<file path="config.mk">
export PLATFORM = sky130hd
export DESIGN_NAME = cabx_exec
export DESIGN_NICKNAME = d
export VERILOG_FILES = /design/src/rtl/cabx_pkg.sv /design/src/rtl/cabx_exec.sv /design/src/rtl/cabx_mul.sv
export SDC_FILE = /design/constraint.sdc
export NUM_CORES = 1
export LEC_CHECK = 0
export BUFFER_PORTS_ARGS = -buffer_cell sky130_fd_sc_hd__clkbuf_2
export CAP_MARGIN = 20
export CORE_UTILIZATION = 50
export DETAILED_ROUTE_END_ITERATION = 12
export HOLD_SLACK_MARGIN = 0.06
export PLACE_DENSITY = 0.69
export SLEW_MARGIN = 20
export SYNTH_ARGS = -nofsm -noshare
export SYNTH_HDL_FRONTEND = slang
export SYNTH_SLANG_ARGS = --single-unit
</file>
<file path="constraint.sdc">
create_clock -name SYS_CLK -period 9.4 [get_ports SYS_CLK]
set_clock_uncertainty 0.15 [all_clocks]
set_input_delay 1.41 -clock SYS_CLK [delete_from_list [all_inputs] [get_ports SYS_CLK]]
set_output_delay 1.41 -clock SYS_CLK [all_outputs]
set_load 0.005 [all_outputs]
</file>
<file path="src/rtl/cabx_pkg.sv">
// Shared types and constants for the execution block
package cabx_pkg;

    // ----------------------------------------------------------------
    // Status flag bit positions
    // ----------------------------------------------------------------
    localparam int FLAG_BORROW   = 0;
    localparam int FLAG_NULL     = 1;
    localparam int FLAG_TOP      = 2;
    localparam int FLAG_WRAP     = 3;
    localparam int FLAG_POLARITY = 4;
    localparam int FLAG_NIBBLE   = 5;

    // ----------------------------------------------------------------
    // Cycle counts and program counter steps
    // ----------------------------------------------------------------
    localparam logic [1:0]  CYC_ONE      = 2'h1;
    localparam logic [1:0]  CYC_TWO      = 2'h2;
    localparam logic [1:0]  CYC_THREE    = 2'h3;
    localparam logic [1:0]  CYC_CALL     = 2'h2;
    localparam logic [21:0] PC_STEP      = 22'h000001;
    localparam logic [21:0] PC_SKIP_SHRT = 22'h000002;
    localparam logic [21:0] PC_SKIP_LONG = 22'h000003;

    // ----------------------------------------------------------------
    // Operations
    // ----------------------------------------------------------------
    typedef enum logic [4:0] {
        OP_ADD = 5'b00000, OP_ADDC = 5'b00001, OP_SUB = 5'b00010, OP_SUBC = 5'b00011,
        OP_CMP = 5'b00100, OP_CMPC = 5'b00101, OP_WADD = 5'b00110, OP_WSUB = 5'b00111,
        OP_AND = 5'b01000, OP_OR = 5'b01001, OP_XOR = 5'b01010, OP_COM = 5'b01011,
        OP_NEG = 5'b01100, OP_INC = 5'b01101, OP_DEC = 5'b01110, OP_CLR = 5'b01111,
        OP_SETR = 5'b10000, OP_MULUU = 5'b10001, OP_MULSS = 5'b10010, OP_MIXED_SIGN_PRODUCT = 5'b10011,
        OP_FMULUU = 5'b10100, OP_FMULSS = 5'b10101, OP_FRAC_PRODUCT_MIXED = 5'b10110,
        OP_EQSKIP = 5'b10111, OP_IOSKIPC = 5'b11000, OP_IOSKIPS = 5'b11001,
        OP_BRSET = 5'b11010, OP_BRCLR = 5'b11011, OP_BRANCH_GE_SIGNED = 5'b11100, OP_BRANCH_LT_SIGNED = 5'b11101,
        OP_PJUMP = 5'b11110, OP_PCALL = 5'b11111
    } cabx_op_e;

    // ----------------------------------------------------------------
    // Request from decode and answer to register file / fetch
    // ----------------------------------------------------------------
    typedef struct packed {
        cabx_op_e    op;
        logic [15:0] opa;
        logic [7:0]  opb;
        logic [7:0]  io_val;
        logic [2:0]  bit_sel;
        logic        next_long;
        logic [6:0]  offset;
        logic [15:0] ptr;
        logic [21:0] pc;
        logic [7:0]  flags;
    } cabx_req_s;

    typedef struct packed {
        logic [15:0] data;
        logic        reg_we;
        logic        pair_we;
        logic        prod_we;
        logic [7:0]  flags;
        logic        flags_we;
        logic [21:0] pc;
        logic        pc_we;
        logic        push_we;
        logic [21:0] ret_addr;
    } cabx_res_s;

    typedef struct packed {
        logic [7:0] r;
        logic       c;
        logic       h;
        logic       v;
    } cabx_alu_s;

endpackage

</file>
<file path="src/rtl/cabx_exec.sv">
// Arithmetic, logic, multiply, skip and branch execution unit
// ----------------------------------------------------------------
// Function
// [RULE1] Word add-constant adds to the 16-bit pair, sets five flags but not nibble carry, 2 cycles.
// [RULE2] AND, OR, XOR write the destination, set null/top/wrap/polarity, keep carry, 1 cycle.
// [RULE3] Multiplies put a 16-bit product in pair one:zero, six forms, only null and borrow, 2 cycles.
// [RULE4] Byte add/sub, complement, negate, inc, dec, clear, set take 1 cycle; add/sub set six flags.
// [RULE5] Equal-compare skip changes no flag and skips 1 or 2 words on equality in 1, 2 or 3 cycles.
// [RULE6] I/O bit skips test one bit and skip on clear or set, no flags, 1, 2 or 3 cycles.
// [RULE7] Signed ge branches when top xor wrap is 0, lt when 1, 1 or 2 cycles, no flags.
// [RULE8] Single flag branches load pc plus offset plus one when taken, no flags, 1 or 2 cycles.
// [RULE9] Pointer jump and call load pc 15:0 from the pointer, clear 21:16; the call takes 2/3.
// [RULE10] A branch takes one cycle when not taken and two cycles when taken.
module cabx_exec
    import cabx_pkg::*;
#(
    parameter logic [1:0] CALL_CYC = cabx_pkg::CYC_CALL
) (
    input  wire logic                  SYS_CLK,
    input  wire logic                  RSTN,
    input  wire logic                  REQ_VALID,
    output logic                       REQ_READY,
    input  wire cabx_pkg::cabx_req_s   REQ,
    output logic                       DONE,
    output cabx_pkg::cabx_res_s        RES
);
    import cabx_pkg::*;

    // ----------------------------------------------------------------
    // Helpers
    // ----------------------------------------------------------------
    function automatic cabx_alu_s alu8(input logic [7:0] a, input logic [7:0] b,
                                       input logic cin, input logic sub);
        cabx_alu_s  o;
        logic [8:0] s9;
        logic [4:0] s5;
        s9 = sub ? ({1'b0, a} - {1'b0, b} - {8'h00, cin})
                 : ({1'b0, a} + {1'b0, b} + {8'h00, cin});
        s5 = sub ? ({1'b0, a[3:0]} - {1'b0, b[3:0]} - {4'h0, cin})
                 : ({1'b0, a[3:0]} + {1'b0, b[3:0]} + {4'h0, cin});
        o.r = s9[7:0];
        o.c = s9[8];
        o.h = s5[4];
        o.v = sub ? ((a[7] & ~b[7] & ~o.r[7]) | (~a[7] & b[7] & o.r[7]))
                  : ((a[7] & b[7] & ~o.r[7]) | (~a[7] & ~b[7] & o.r[7]));
        return o;
    endfunction

    function automatic logic [7:0] sign_flags(input logic [7:0] f, input logic z,
                                              input logic n, input logic v);
        logic [7:0] o;
        o                = f;
        o[FLAG_NULL]     = z;
        o[FLAG_TOP]      = n;
        o[FLAG_WRAP]     = v;
        o[FLAG_POLARITY] = n ^ v;
        return o;
    endfunction

    // ----------------------------------------------------------------
    // State
    // ----------------------------------------------------------------
    logic [1:0]  cnt_q;
    logic [1:0]  cnt_d;
    cabx_res_s   res_q;
    cabx_res_s   res_d;
    logic        acc;
    logic [15:0] mul_prod;
    logic        mul_carry;
    logic        mul_as;
    logic        mul_bs;
    logic        mul_frac;

    // Accept while idle or in the last cycle, so 1-cycle ops run back to back
    assign REQ_READY = (cnt_q <= CYC_ONE);
    assign acc       = REQ_VALID && REQ_READY;
    assign DONE      = (cnt_q == CYC_ONE);
    assign RES       = res_q;

    assign mul_as   = REQ.op inside {OP_MULSS, OP_MIXED_SIGN_PRODUCT, OP_FMULSS, OP_FRAC_PRODUCT_MIXED};
    assign mul_bs   = REQ.op inside {OP_MULSS, OP_FMULSS};
    assign mul_frac = REQ.op inside {OP_FMULUU, OP_FMULSS, OP_FRAC_PRODUCT_MIXED};

    cabx_mul u_mul (
        .a        (REQ.opa[7:0]),
        .b        (REQ.opb),
        .a_signed (mul_as),
        .b_signed (mul_bs),
        .frac     (mul_frac),
        .prod     (mul_prod),
        .carry    (mul_carry)
    );

    // ----------------------------------------------------------------
    // Result and timing of the accepted operation
    // ----------------------------------------------------------------
    always_comb begin
        cabx_alu_s   al;
        logic [16:0] w17;
        logic        cf;
        logic        take;
        logic [21:0] pc_rel;
        logic [21:0] pc_skip;
        al      = '0;
        w17     = '0;
        cf      = REQ.flags[FLAG_BORROW];
        take    = 1'b0;
        pc_rel  = REQ.pc + {{15{REQ.offset[6]}}, REQ.offset} + PC_STEP;
        pc_skip = REQ.pc + (REQ.next_long ? PC_SKIP_LONG : PC_SKIP_SHRT);
        res_d       = '0;
        res_d.flags = REQ.flags;
        res_d.pc    = REQ.pc + PC_STEP;
        cnt_d       = CYC_ONE;
        case (REQ.op)
            // Byte add and subtract set all six flags
            // [RULE4] six flag update
            OP_ADD, OP_ADDC, OP_SUB, OP_SUBC, OP_CMP, OP_CMPC, OP_NEG: begin
                if (REQ.op == OP_NEG) begin
                    al = alu8(8'h00, REQ.opa[7:0], 1'b0, 1'b1);
                end else begin
                    al = alu8(REQ.opa[7:0], REQ.opb,
                              cf & (REQ.op inside {OP_ADDC, OP_SUBC, OP_CMPC}),
                              !(REQ.op inside {OP_ADD, OP_ADDC}));
                end
                res_d.data[7:0]           = al.r;
                res_d.reg_we              = !(REQ.op inside {OP_CMP, OP_CMPC});
                res_d.flags_we            = 1'b1;
                res_d.flags               = sign_flags(REQ.flags, al.r == 8'h00, al.r[7], al.v);
                res_d.flags[FLAG_BORROW]  = al.c;
                res_d.flags[FLAG_NIBBLE]  = al.h;
                // Subtract and compare with carry only keep or clear the null flag, never set it, so multi-byte compares chain
                if (REQ.op inside {OP_SUBC, OP_CMPC}) begin
                    res_d.flags[FLAG_NULL] = (al.r == 8'h00) & REQ.flags[FLAG_NULL];
                end
            end
            // [RULE1] word add, nibble kept
            OP_WADD, OP_WSUB: begin
                w17 = (REQ.op == OP_WADD) ? ({1'b0, REQ.opa} + {9'h000, REQ.opb})
                                          : ({1'b0, REQ.opa} - {9'h000, REQ.opb});
                res_d.data     = w17[15:0];
                res_d.pair_we  = 1'b1;
                res_d.flags_we = 1'b1;
                if (REQ.op == OP_WADD) begin
                    res_d.flags = sign_flags(REQ.flags, w17[15:0] == 16'h0000, w17[15],
                                             ~REQ.opa[15] & w17[15]);
                    res_d.flags[FLAG_BORROW] = REQ.opa[15] & ~w17[15];
                end else begin
                    res_d.flags = sign_flags(REQ.flags, w17[15:0] == 16'h0000, w17[15],
                                             REQ.opa[15] & ~w17[15]);
                    res_d.flags[FLAG_BORROW] = ~REQ.opa[15] & w17[15];
                end
                cnt_d = CYC_TWO;
            end
            // [RULE2] logic ops keep carry
            OP_AND, OP_OR, OP_XOR, OP_CLR: begin
                case (REQ.op)
                    OP_AND:  res_d.data[7:0] = REQ.opa[7:0] & REQ.opb;
                    OP_OR:   res_d.data[7:0] = REQ.opa[7:0] | REQ.opb;
                    OP_XOR:  res_d.data[7:0] = REQ.opa[7:0] ^ REQ.opb;
                    default: res_d.data[7:0] = 8'h00;
                endcase
                res_d.reg_we   = 1'b1;
                res_d.flags_we = 1'b1;
                res_d.flags    = sign_flags(REQ.flags, res_d.data[7:0] == 8'h00,
                                            res_d.data[7], 1'b0);
            end
            // [RULE4] single cycle unary ops
            OP_COM, OP_INC, OP_DEC, OP_SETR: begin
                case (REQ.op)
                    OP_COM:  al.r = ~REQ.opa[7:0];
                    OP_INC:  al = alu8(REQ.opa[7:0], 8'h01, 1'b0, 1'b0);
                    OP_DEC:  al = alu8(REQ.opa[7:0], 8'h01, 1'b0, 1'b1);
                    default: al.r = 8'hff;
                endcase
                res_d.data[7:0] = al.r;
                res_d.reg_we    = 1'b1;
                res_d.flags_we  = (REQ.op != OP_SETR);
                res_d.flags     = sign_flags(REQ.flags, al.r == 8'h00, al.r[7], al.v);
                if (REQ.op == OP_COM) begin
                    res_d.flags[FLAG_BORROW] = 1'b1;
                end
            end
            // [RULE3] product into pair one:zero
            OP_MULUU, OP_MULSS, OP_MIXED_SIGN_PRODUCT, OP_FMULUU, OP_FMULSS, OP_FRAC_PRODUCT_MIXED: begin
                res_d.data                = mul_prod;
                res_d.prod_we             = 1'b1;
                res_d.flags_we            = 1'b1;
                res_d.flags[FLAG_NULL]    = (mul_prod == 16'h0000);
                res_d.flags[FLAG_BORROW]  = mul_carry;
                cnt_d                     = CYC_TWO;
            end
            // [RULE5] [RULE6] skips leave flags alone
            OP_EQSKIP, OP_IOSKIPC, OP_IOSKIPS: begin
                case (REQ.op)
                    OP_EQSKIP:  take = (REQ.opa[7:0] == REQ.opb);
                    OP_IOSKIPC: take = !REQ.io_val[REQ.bit_sel];
                    default:    take = REQ.io_val[REQ.bit_sel];
                endcase
                res_d.pc_we = 1'b1;
                if (take) begin
                    res_d.pc = pc_skip;
                    cnt_d    = REQ.next_long ? CYC_THREE : CYC_TWO;
                end
            end
            // [RULE7] [RULE8] [RULE10] conditional branches
            OP_BRSET, OP_BRCLR, OP_BRANCH_GE_SIGNED, OP_BRANCH_LT_SIGNED: begin
                case (REQ.op)
                    OP_BRSET: take = REQ.flags[REQ.bit_sel];
                    OP_BRCLR: take = !REQ.flags[REQ.bit_sel];
                    OP_BRANCH_GE_SIGNED:  take = !(REQ.flags[FLAG_TOP] ^ REQ.flags[FLAG_WRAP]);
                    default:  take = REQ.flags[FLAG_TOP] ^ REQ.flags[FLAG_WRAP];
                endcase
                res_d.pc_we = 1'b1;
                if (take) begin
                    res_d.pc = pc_rel;
                    cnt_d    = CYC_TWO;
                end
            end
            // [RULE9] pointer jump and call
            OP_PJUMP, OP_PCALL: begin
                res_d.pc       = {6'h00, REQ.ptr};
                res_d.pc_we    = 1'b1;
                res_d.push_we  = (REQ.op == OP_PCALL);
                res_d.ret_addr = REQ.pc + PC_STEP;
                cnt_d          = (REQ.op == OP_PCALL) ? CALL_CYC : CYC_TWO;
            end
            default: begin
                res_d.pc_we = 1'b0;
            end
        endcase
    end

    // ----------------------------------------------------------------
    // Cycle counter
    // ----------------------------------------------------------------
    always_ff @(posedge SYS_CLK) begin
        if (!RSTN) begin
            cnt_q <= 2'h0;
        end else if (acc) begin
            cnt_q <= cnt_d;
        end else if (cnt_q != 2'h0) begin
            cnt_q <= cnt_q - 2'h1;
        end
    end

    // Result held until the next accept; valid while DONE is high
    always_ff @(posedge SYS_CLK) begin
        if (!RSTN) begin
            res_q <= '0;
        end else if (acc) begin
            res_q <= res_d;
        end
    end
endmodule

</file>
<file path="src/rtl/cabx_mul.sv">
// Two-operand 8x8 multiplier with sign and fraction options
module cabx_mul (
    input  wire logic [7:0]  a,
    input  wire logic [7:0]  b,
    input  wire logic        a_signed,
    input  wire logic        b_signed,
    input  wire logic        frac,
    output logic      [15:0] prod,
    output logic             carry
);
    logic signed [8:0]  a_ext;
    logic signed [8:0]  b_ext;
    logic signed [17:0] full;
    logic        [15:0] raw;

    // Nine-bit extension covers all sign combinations with one multiplier
    assign a_ext = $signed({a_signed & a[7], a});
    assign b_ext = $signed({b_signed & b[7], b});
    assign full  = a_ext * b_ext;
    assign raw   = full[15:0];
    // Carry is the top bit before the fractional shift
    assign carry = raw[15];
    assign prod  = frac ? {raw[14:0], 1'b0} : raw;
endmodule

</file>
==> summary.txt, run 1 <==
Area share of the largest cell type after synthesis - 0.127
Mapped Area - 0.0119 mm2
Placed Area - 0.0130 mm2
Io pins - 173
Area Overhead vs Synth - 11.5%
Worst-margin pin slew - 1150 ps
PwrDens - 141 mW/mm2
DRC - 0
Final Max Tran Viols - 0
Initial antenna violation count - 0
Yosys reg bits - 76
Top-count cell post-synth - nor2_1
Core Box Area - 0.0235 mm2
Largest cells by area after synthesis - dfxtp_1 13%, ha_1 12%, fa_1 12%, nor2_1 4.4%, xnor2_1 4.3%
RD Place Congestion - 0.972
Crit path max fanout - 33
CTS tree - built
Die ar. - 0.0245 mm2
CP peak stage delay - 550 ps
Initial core utilization - 0.509
Pre-CTS setup slack - 1440 ps
Clk_lat worst skew - 340 ps
Min Tclk post-route - 7770 ps
R2R Path Start - cnt_q[1]
Critical path class - in2reg
Synth Flop Type - dfxtp_1
# rows - 56
Largest net degree at the start of global routing - 79
Vias in the first global route - 12,136
Hold WC Path Type - reg2reg
Critical Path AT - 7900 ps
Yosys warns - 0
Syn avg cell area - 7.57 um2
Synth cell types - 81
Drt pass-1 iters - 7
Die H - 157 um
Post-CTS Hold Buffers - 0
Yosys top cell by area - dfxtp_1
Maximum vdd drop - 0.162 mV
Clock sinks - 76
Final Hold Fails - 0
Post-cts sizing count - 0
Top cells by count, synth - 141 x nor2_1, 128 x inv_1, 127 x nand2_1
IO Port Bufs - 172
Most frequent CP cell - fa_1
Vias per cell - 6.36
Tcrit/Tclk final - 0.826
Max Clk Rate - 129 MHz
Slowest CP cell - fa_1
Nature of the critical path endpoint - flip-flop
Hold Crit Start - RES[56]
CP startpoint - REQ[93]
Number of H-tree levels - 3
Cells after synthesis - 1,577
Max_slew headroom - 0.231
Setup Viol. Count Final - 0
Standby leakage power - 5.89 nW
Status - complete, no violations
Share of cells above drive strength 1 - 0.141
CP Buf/Inv Count - 4
Initial detailed-routing violation count - 1,150
Register area share after synthesis - 0.127
Routed length per instance - 21.4 um
Clk pin slew, worst setup/hold paths - 70 ps
Number of CTS-inserted buffers - 9
CP cell instances - clkbuf_2 -> nor2b_1 -> o211ai_1 -> nand2b_1 -> fa_1 -> fa_1 -> inv_1 -> fa_1 -> fa_1 -> inv_1 -> fa_1 -> inv_1 -> ha_1 -> o2111ai_1 -> a31oi_1 -> xor2_1 -> or2_2 -> a2111oi_0 -> nor3_1 -> o21ai_0
Startpoint type of the worst setup path - primary input
Max Cap Violations - 0
Post-synth EDFFs - 0
Post-Synthesis Net Count - 1,854
Final worst setup slack - 1630 ps
GRT Overall Usage - 0.353
GR Overflow Total - 0
Unrepaired setup endpoints after global routing - no
CTS max path bufs - 2
Post-route insts no fill - 2,016
Nets@finish - 1,969
Post-DP HPWL - 33.5 mm
Antenna diodes - 0
FFs w/ async S/R, synth - 0
Chip width - 157 um
Post CTS Setup Buffer Count - 0
Power, Total - 0.00188 W
Total number of vias - 12,821
Cells after DPL - 2,000
Clock root cell - clkbuf_16
Sum of negative setup slack - 0 ps
Detailed Route WL - 43.2 mm
Layout Cell Area excl Fill - 0.0133 mm2
First-pass GRT wire length - 67.0 mm
DRT antenna net count - 0
CP Data Required Time - 9530 ps
Crit-path leading delay family - adder cells
[cell families (layout without fill, tap and decap cells)]
group           count (synthesis)  after routing  share of synthesized area
compound gates                436            436                      0.247
fa+ha+maj                     180            180                      0.232
buf+inv                       219            339                     0.0715
mux                            35             35                     0.0309
xor+xnor                       93             93                     0.0694
flops                          76             76                      0.127
simple gates                  538            538                      0.222
[worst register-to-register path: cells and delay by family, from the launching register on]
family | cells | cell delay, ps
adder cells (fa/ha/maj) | 1 | 170
buffers and inverters | 2 | 600
AND/OR/NAND/NOR | 3 | 580
flip-flops | 1 | 320
AO/OA/AOI/OAI | 3 | 980
[metal layers]
metal  track usage  vias to the layer above  wire length [um]
met3        0.0460                      167              3450
li1              -                     5892                 -
met1         0.441                     6072             17200
met4         0.214                        0              2720
met2         0.581                      690             19900
met5             0                        -                 0
[state kept, by name, summed over array words and instances (netlist names)]
signal / flops
RES: 74
cnt_q: 2
[power breakdown]
| group | switching, W | total, W | internal [W] | leakage [nW] |
|---|---|---|---|---|
| logic | 0.000689 | 0.00113 | 0.000436 | 5.11 |
| registers | 0.0000190 | 0.000369 | 0.000350 | 0.623 |
| clock network | 0.000167 | 0.000380 | 0.000214 | 0.156 |
| total | 0.000875 | 0.00188 | 0.00100 | 5.89 |
[cell type report]
type	count	area, um2
clock buffers	9	225
clock inverters	7	90.1
fillers	2297	10200
inverters	135	507
multi-input cells	1282	9590
flip-flops and latches	76	1520
well taps	319	399
repair buffers	188	981
[cell usage in the layout (no fill, tap or decap), drive strengths merged, types with 14 or more instances in the layout]
cell type  instances
nand2            127
dfxtp             76
nand3             48
and2              19
a21boi            16
nor3              44
ha               111
o21ai             98
xnor2             59
xor2              33
a22oi             22
nand4             15
inv              132
nor4              22
buf               16
nor2b             34
a21oi             83
o22ai             17
o21a              30
a211oi            14
a221oi            14
fa                69
nor2             141
and3              19
mux2i             29
or3               16
a31oi             25
clkbuf           181
[final timing paths]
kind | to | slack [ps] | depth (start not counted)
max | RES[48] | 1630 | 20
max reg2reg | RES[47] | 6480 | 9
min | RES[56] | 320 | 2
min reg2reg | RES[56] | 320 | 2
[stage by stage]
stage	utilization	hold slack, ps
after floorplan	-	307
after global placement	0.554	304
after detailed placement	0.554	310
after CTS	0.567	320
after global routing	0.567	357
final	0.567	317
Power figures use the tool's default switching activity.
==> run 2: changes to the inputs <==
==> constraint.sdc (replaced) <==
create_clock -name SYS_CLK -period 7.85 [get_ports SYS_CLK]
set_clock_uncertainty 0.15 [all_clocks]
set_input_delay 1.1775 -clock SYS_CLK [delete_from_list [all_inputs] [get_ports SYS_CLK]]
set_output_delay 1.1775 -clock SYS_CLK [all_outputs]
set_load 0.005 [all_outputs]
==> summary.txt, run 2 (same netlist as run 1, synthesis figures left out) <==
Status - complete, no violations
Standby leakage power - 5.93 nW (+0.73%)
Worst r2r dst - RES[48]
Max reg flops - 74 (unchanged)
Vias in the first global route - 12,145 (+0.074%)
Flop2flop setup slack - 4310 ps (-2170 ps)
Cells after DPL - 2,009 (+0.45%)
Detailed Route WL - 43.6 mm (+0.92%)
Hold WC Path Type - reg2reg
Die ar. - 0.0245 mm2 (unchanged)
R2R depth - 10 (+1)
Maximum vdd drop - 0.188 mV (+16%)
Largest net degree at the start of global routing - 79 (unchanged)
Final Hold Fails - 0 (unchanged)
Post-cts sizing count - 0 (unchanged)
DRT antenna net count - 0 (unchanged)
Die H - 157 um (unchanged)
Tcrit/Tclk final - 0.904
Nets@finish - 1,978 (+0.46%)
Drt pass-1 iters - 6 (-1)
Post CTS Setup Buffer Count - 0 (unchanged)
DRC - 0 (unchanged)
Final Max Tran Viols - 0 (unchanged)
Startpoint type of the worst setup path - primary input
Max_slew headroom - 0.330 (+0.0991)
GR Overflow Total - 0 (unchanged)
# rows - 56 (unchanged)
FF/Latch Area - 0.00152 mm2 (unchanged)
Share of cells above drive strength 1 - 0.147 (+0.00512)
CP Data Required Time - 7980 ps (-1550 ps)
Filler cell count - 2,295 (-0.087%)
Commonest non-fill, non-tap cell in the layout - clkbuf_2
Core Box Area - 0.0235 mm2 (unchanged)
Post-DP HPWL - 34.4 mm (+2.7%)
Max Cap Violations - 0 (unchanged)
First-pass GRT wire length - 67.3 mm (+0.32%)
Max Clk Rate - 141 MHz
CTS max path bufs - 2 (unchanged)
Initial core utilization - 0.509 (unchanged)
Min Tclk post-route - 7090 ps
R2R Path Start - cnt_q[0]
Number of CTS-inserted buffers - 9 (unchanged)
Most frequent cells in the layout - 172 x clkbuf_2, 141 x nor2_1, 128 x inv_1
Worst-margin pin slew - 1000 ps (-152 ps)
CTS tree - built
CP startpoint - REQ[89]
Vias per cell - 6.24 (-2.0%)
Nature of the critical path endpoint - flip-flop
Sum of negative setup slack - 0 ps (unchanged)
Critical Path AT - 7220 ps (-680 ps)
Clk_lat worst skew - 350 ps (about the same)
GRT Overall Usage - 0.358 (+0.00449)
Total number of vias - 12,627 (-1.5%)
Clk pin slew, worst setup/hold paths - 70 ps (about the same)
Initial detailed-routing violation count - 883 (-23%)
Crit path max fanout - 7 (-79%)
Initial antenna violation count - 1 (+1)
Area Overhead vs Synth - 12.1%
Critical path class - in2reg
Setup Viol. Count Final - 0 (unchanged)
Unrepaired setup endpoints after global routing - no
Clock root cell - clkbuf_16
Power, Total - 0.00224 W (+20%)
Multi-input logic area - 0.00960 mm2 (+0.13%)
Critical Path End - RES[48]
Chip width - 157 um (unchanged)
PwrDens - 168 mW/mm2 (+19%)
Post-route insts no fill - 2,025 (+0.45%)
Routed length per instance - 21.5 um (+0.47%)
Io pins - 173 (unchanged)
Antenna diodes - 0 (unchanged)
IO Port Bufs - 172 (unchanged)
Number of H-tree levels - 3 (unchanged)
Post-CTS Hold Buffers - 0 (unchanged)
RD Place Congestion - 0.994 (+2.3%)
Clock sinks - 76 (unchanged)
## run 2: changes by cell type in the layout (fill, tap and decap cells not counted), sizes merged
cell    delta
inv        +1
buf        +9
clkinv     -1
## run 2: final cells by class
class / instances / area share
Multi-Input combinational cell: 1282 / 0.717
Inverter: 135 / 0.0379
Clock buffer: 9 / 0.0168
Clock inverter: 7 / 0.00654
Tap cell: 319 / 0.0298
Timing Repair Buffer: 197 / 0.0783
Sequential cell: 76 / 0.114
## run 2: critical path, cell delays in order
cell       delay [ps]
clkbuf_2          100
and3b_1           210
nor2_1            580
nor3_1            100
nand2_1           190
inv_1              70
fa_1              640
inv_1             150
fa_1              560
inv_1              50
fa_1              480
fa_1              520
ha_1              320
ha_1              370
and3_1            190
a21oi_1           160
a31oi_1           160
xor2_1            210
or2_2             310
a2111oi_0         480
nor3_1            100
o21ai_0           110
## run 2: worst min path at each step
| stage | slack [ps] | to | start | depth (start not counted) |
|---|---|---|---|---|
| 6_report | 320 | RES[2] | RES[2] | 2 |
| 2_1_floorplan | 310 | RES[1] | RES[1] | 2 |
| 3_5_place_dp | 310 | RES[2] | RES[2] | 2 |
| 4_1_cts | 320 | RES[2] | RES[2] | 2 |
| 5_1_grt | 340 | RES[2] | RES[2] | 2 |
| 3_3_place_gp | 300 | RES[53] | RES[53] | 2 |
## run 2: power breakdown
group	total, W	internal (W)	switching (W)
Combinational	0.00135	0.000527	0.000825
Sequential	0.000441	0.000420	0.0000218
Clock	0.000450	0.000255	0.000195
Total	0.00224	0.00120	0.00104
## run 2: routing by layer
| metal | global-route usage | vias to the layer above | wire (um) |
|---|---|---|---|
| met2 | 0.611 | 584 | 20900 |
| met3 | 0.0551 | 140 | 3170 |
| met4 | 0.204 | 0 | 2450 |
| li1 | - | 5908 | - |
| met5 | 0 | - | 0 |
| met1 | 0.428 | 5995 | 17100 |
## run 2: per-stage QoR
step	utilization	setup WS [ps]	instance area (um2)	hold slack (ps)
after floorplan	-	910	11900	307
after global placement	0.557	665	13100	303
after detailed placement	0.557	487	13100	310
after CTS	0.570	809	13400	320
after global routing	0.570	381	13400	339
final	0.570	756	13400	316
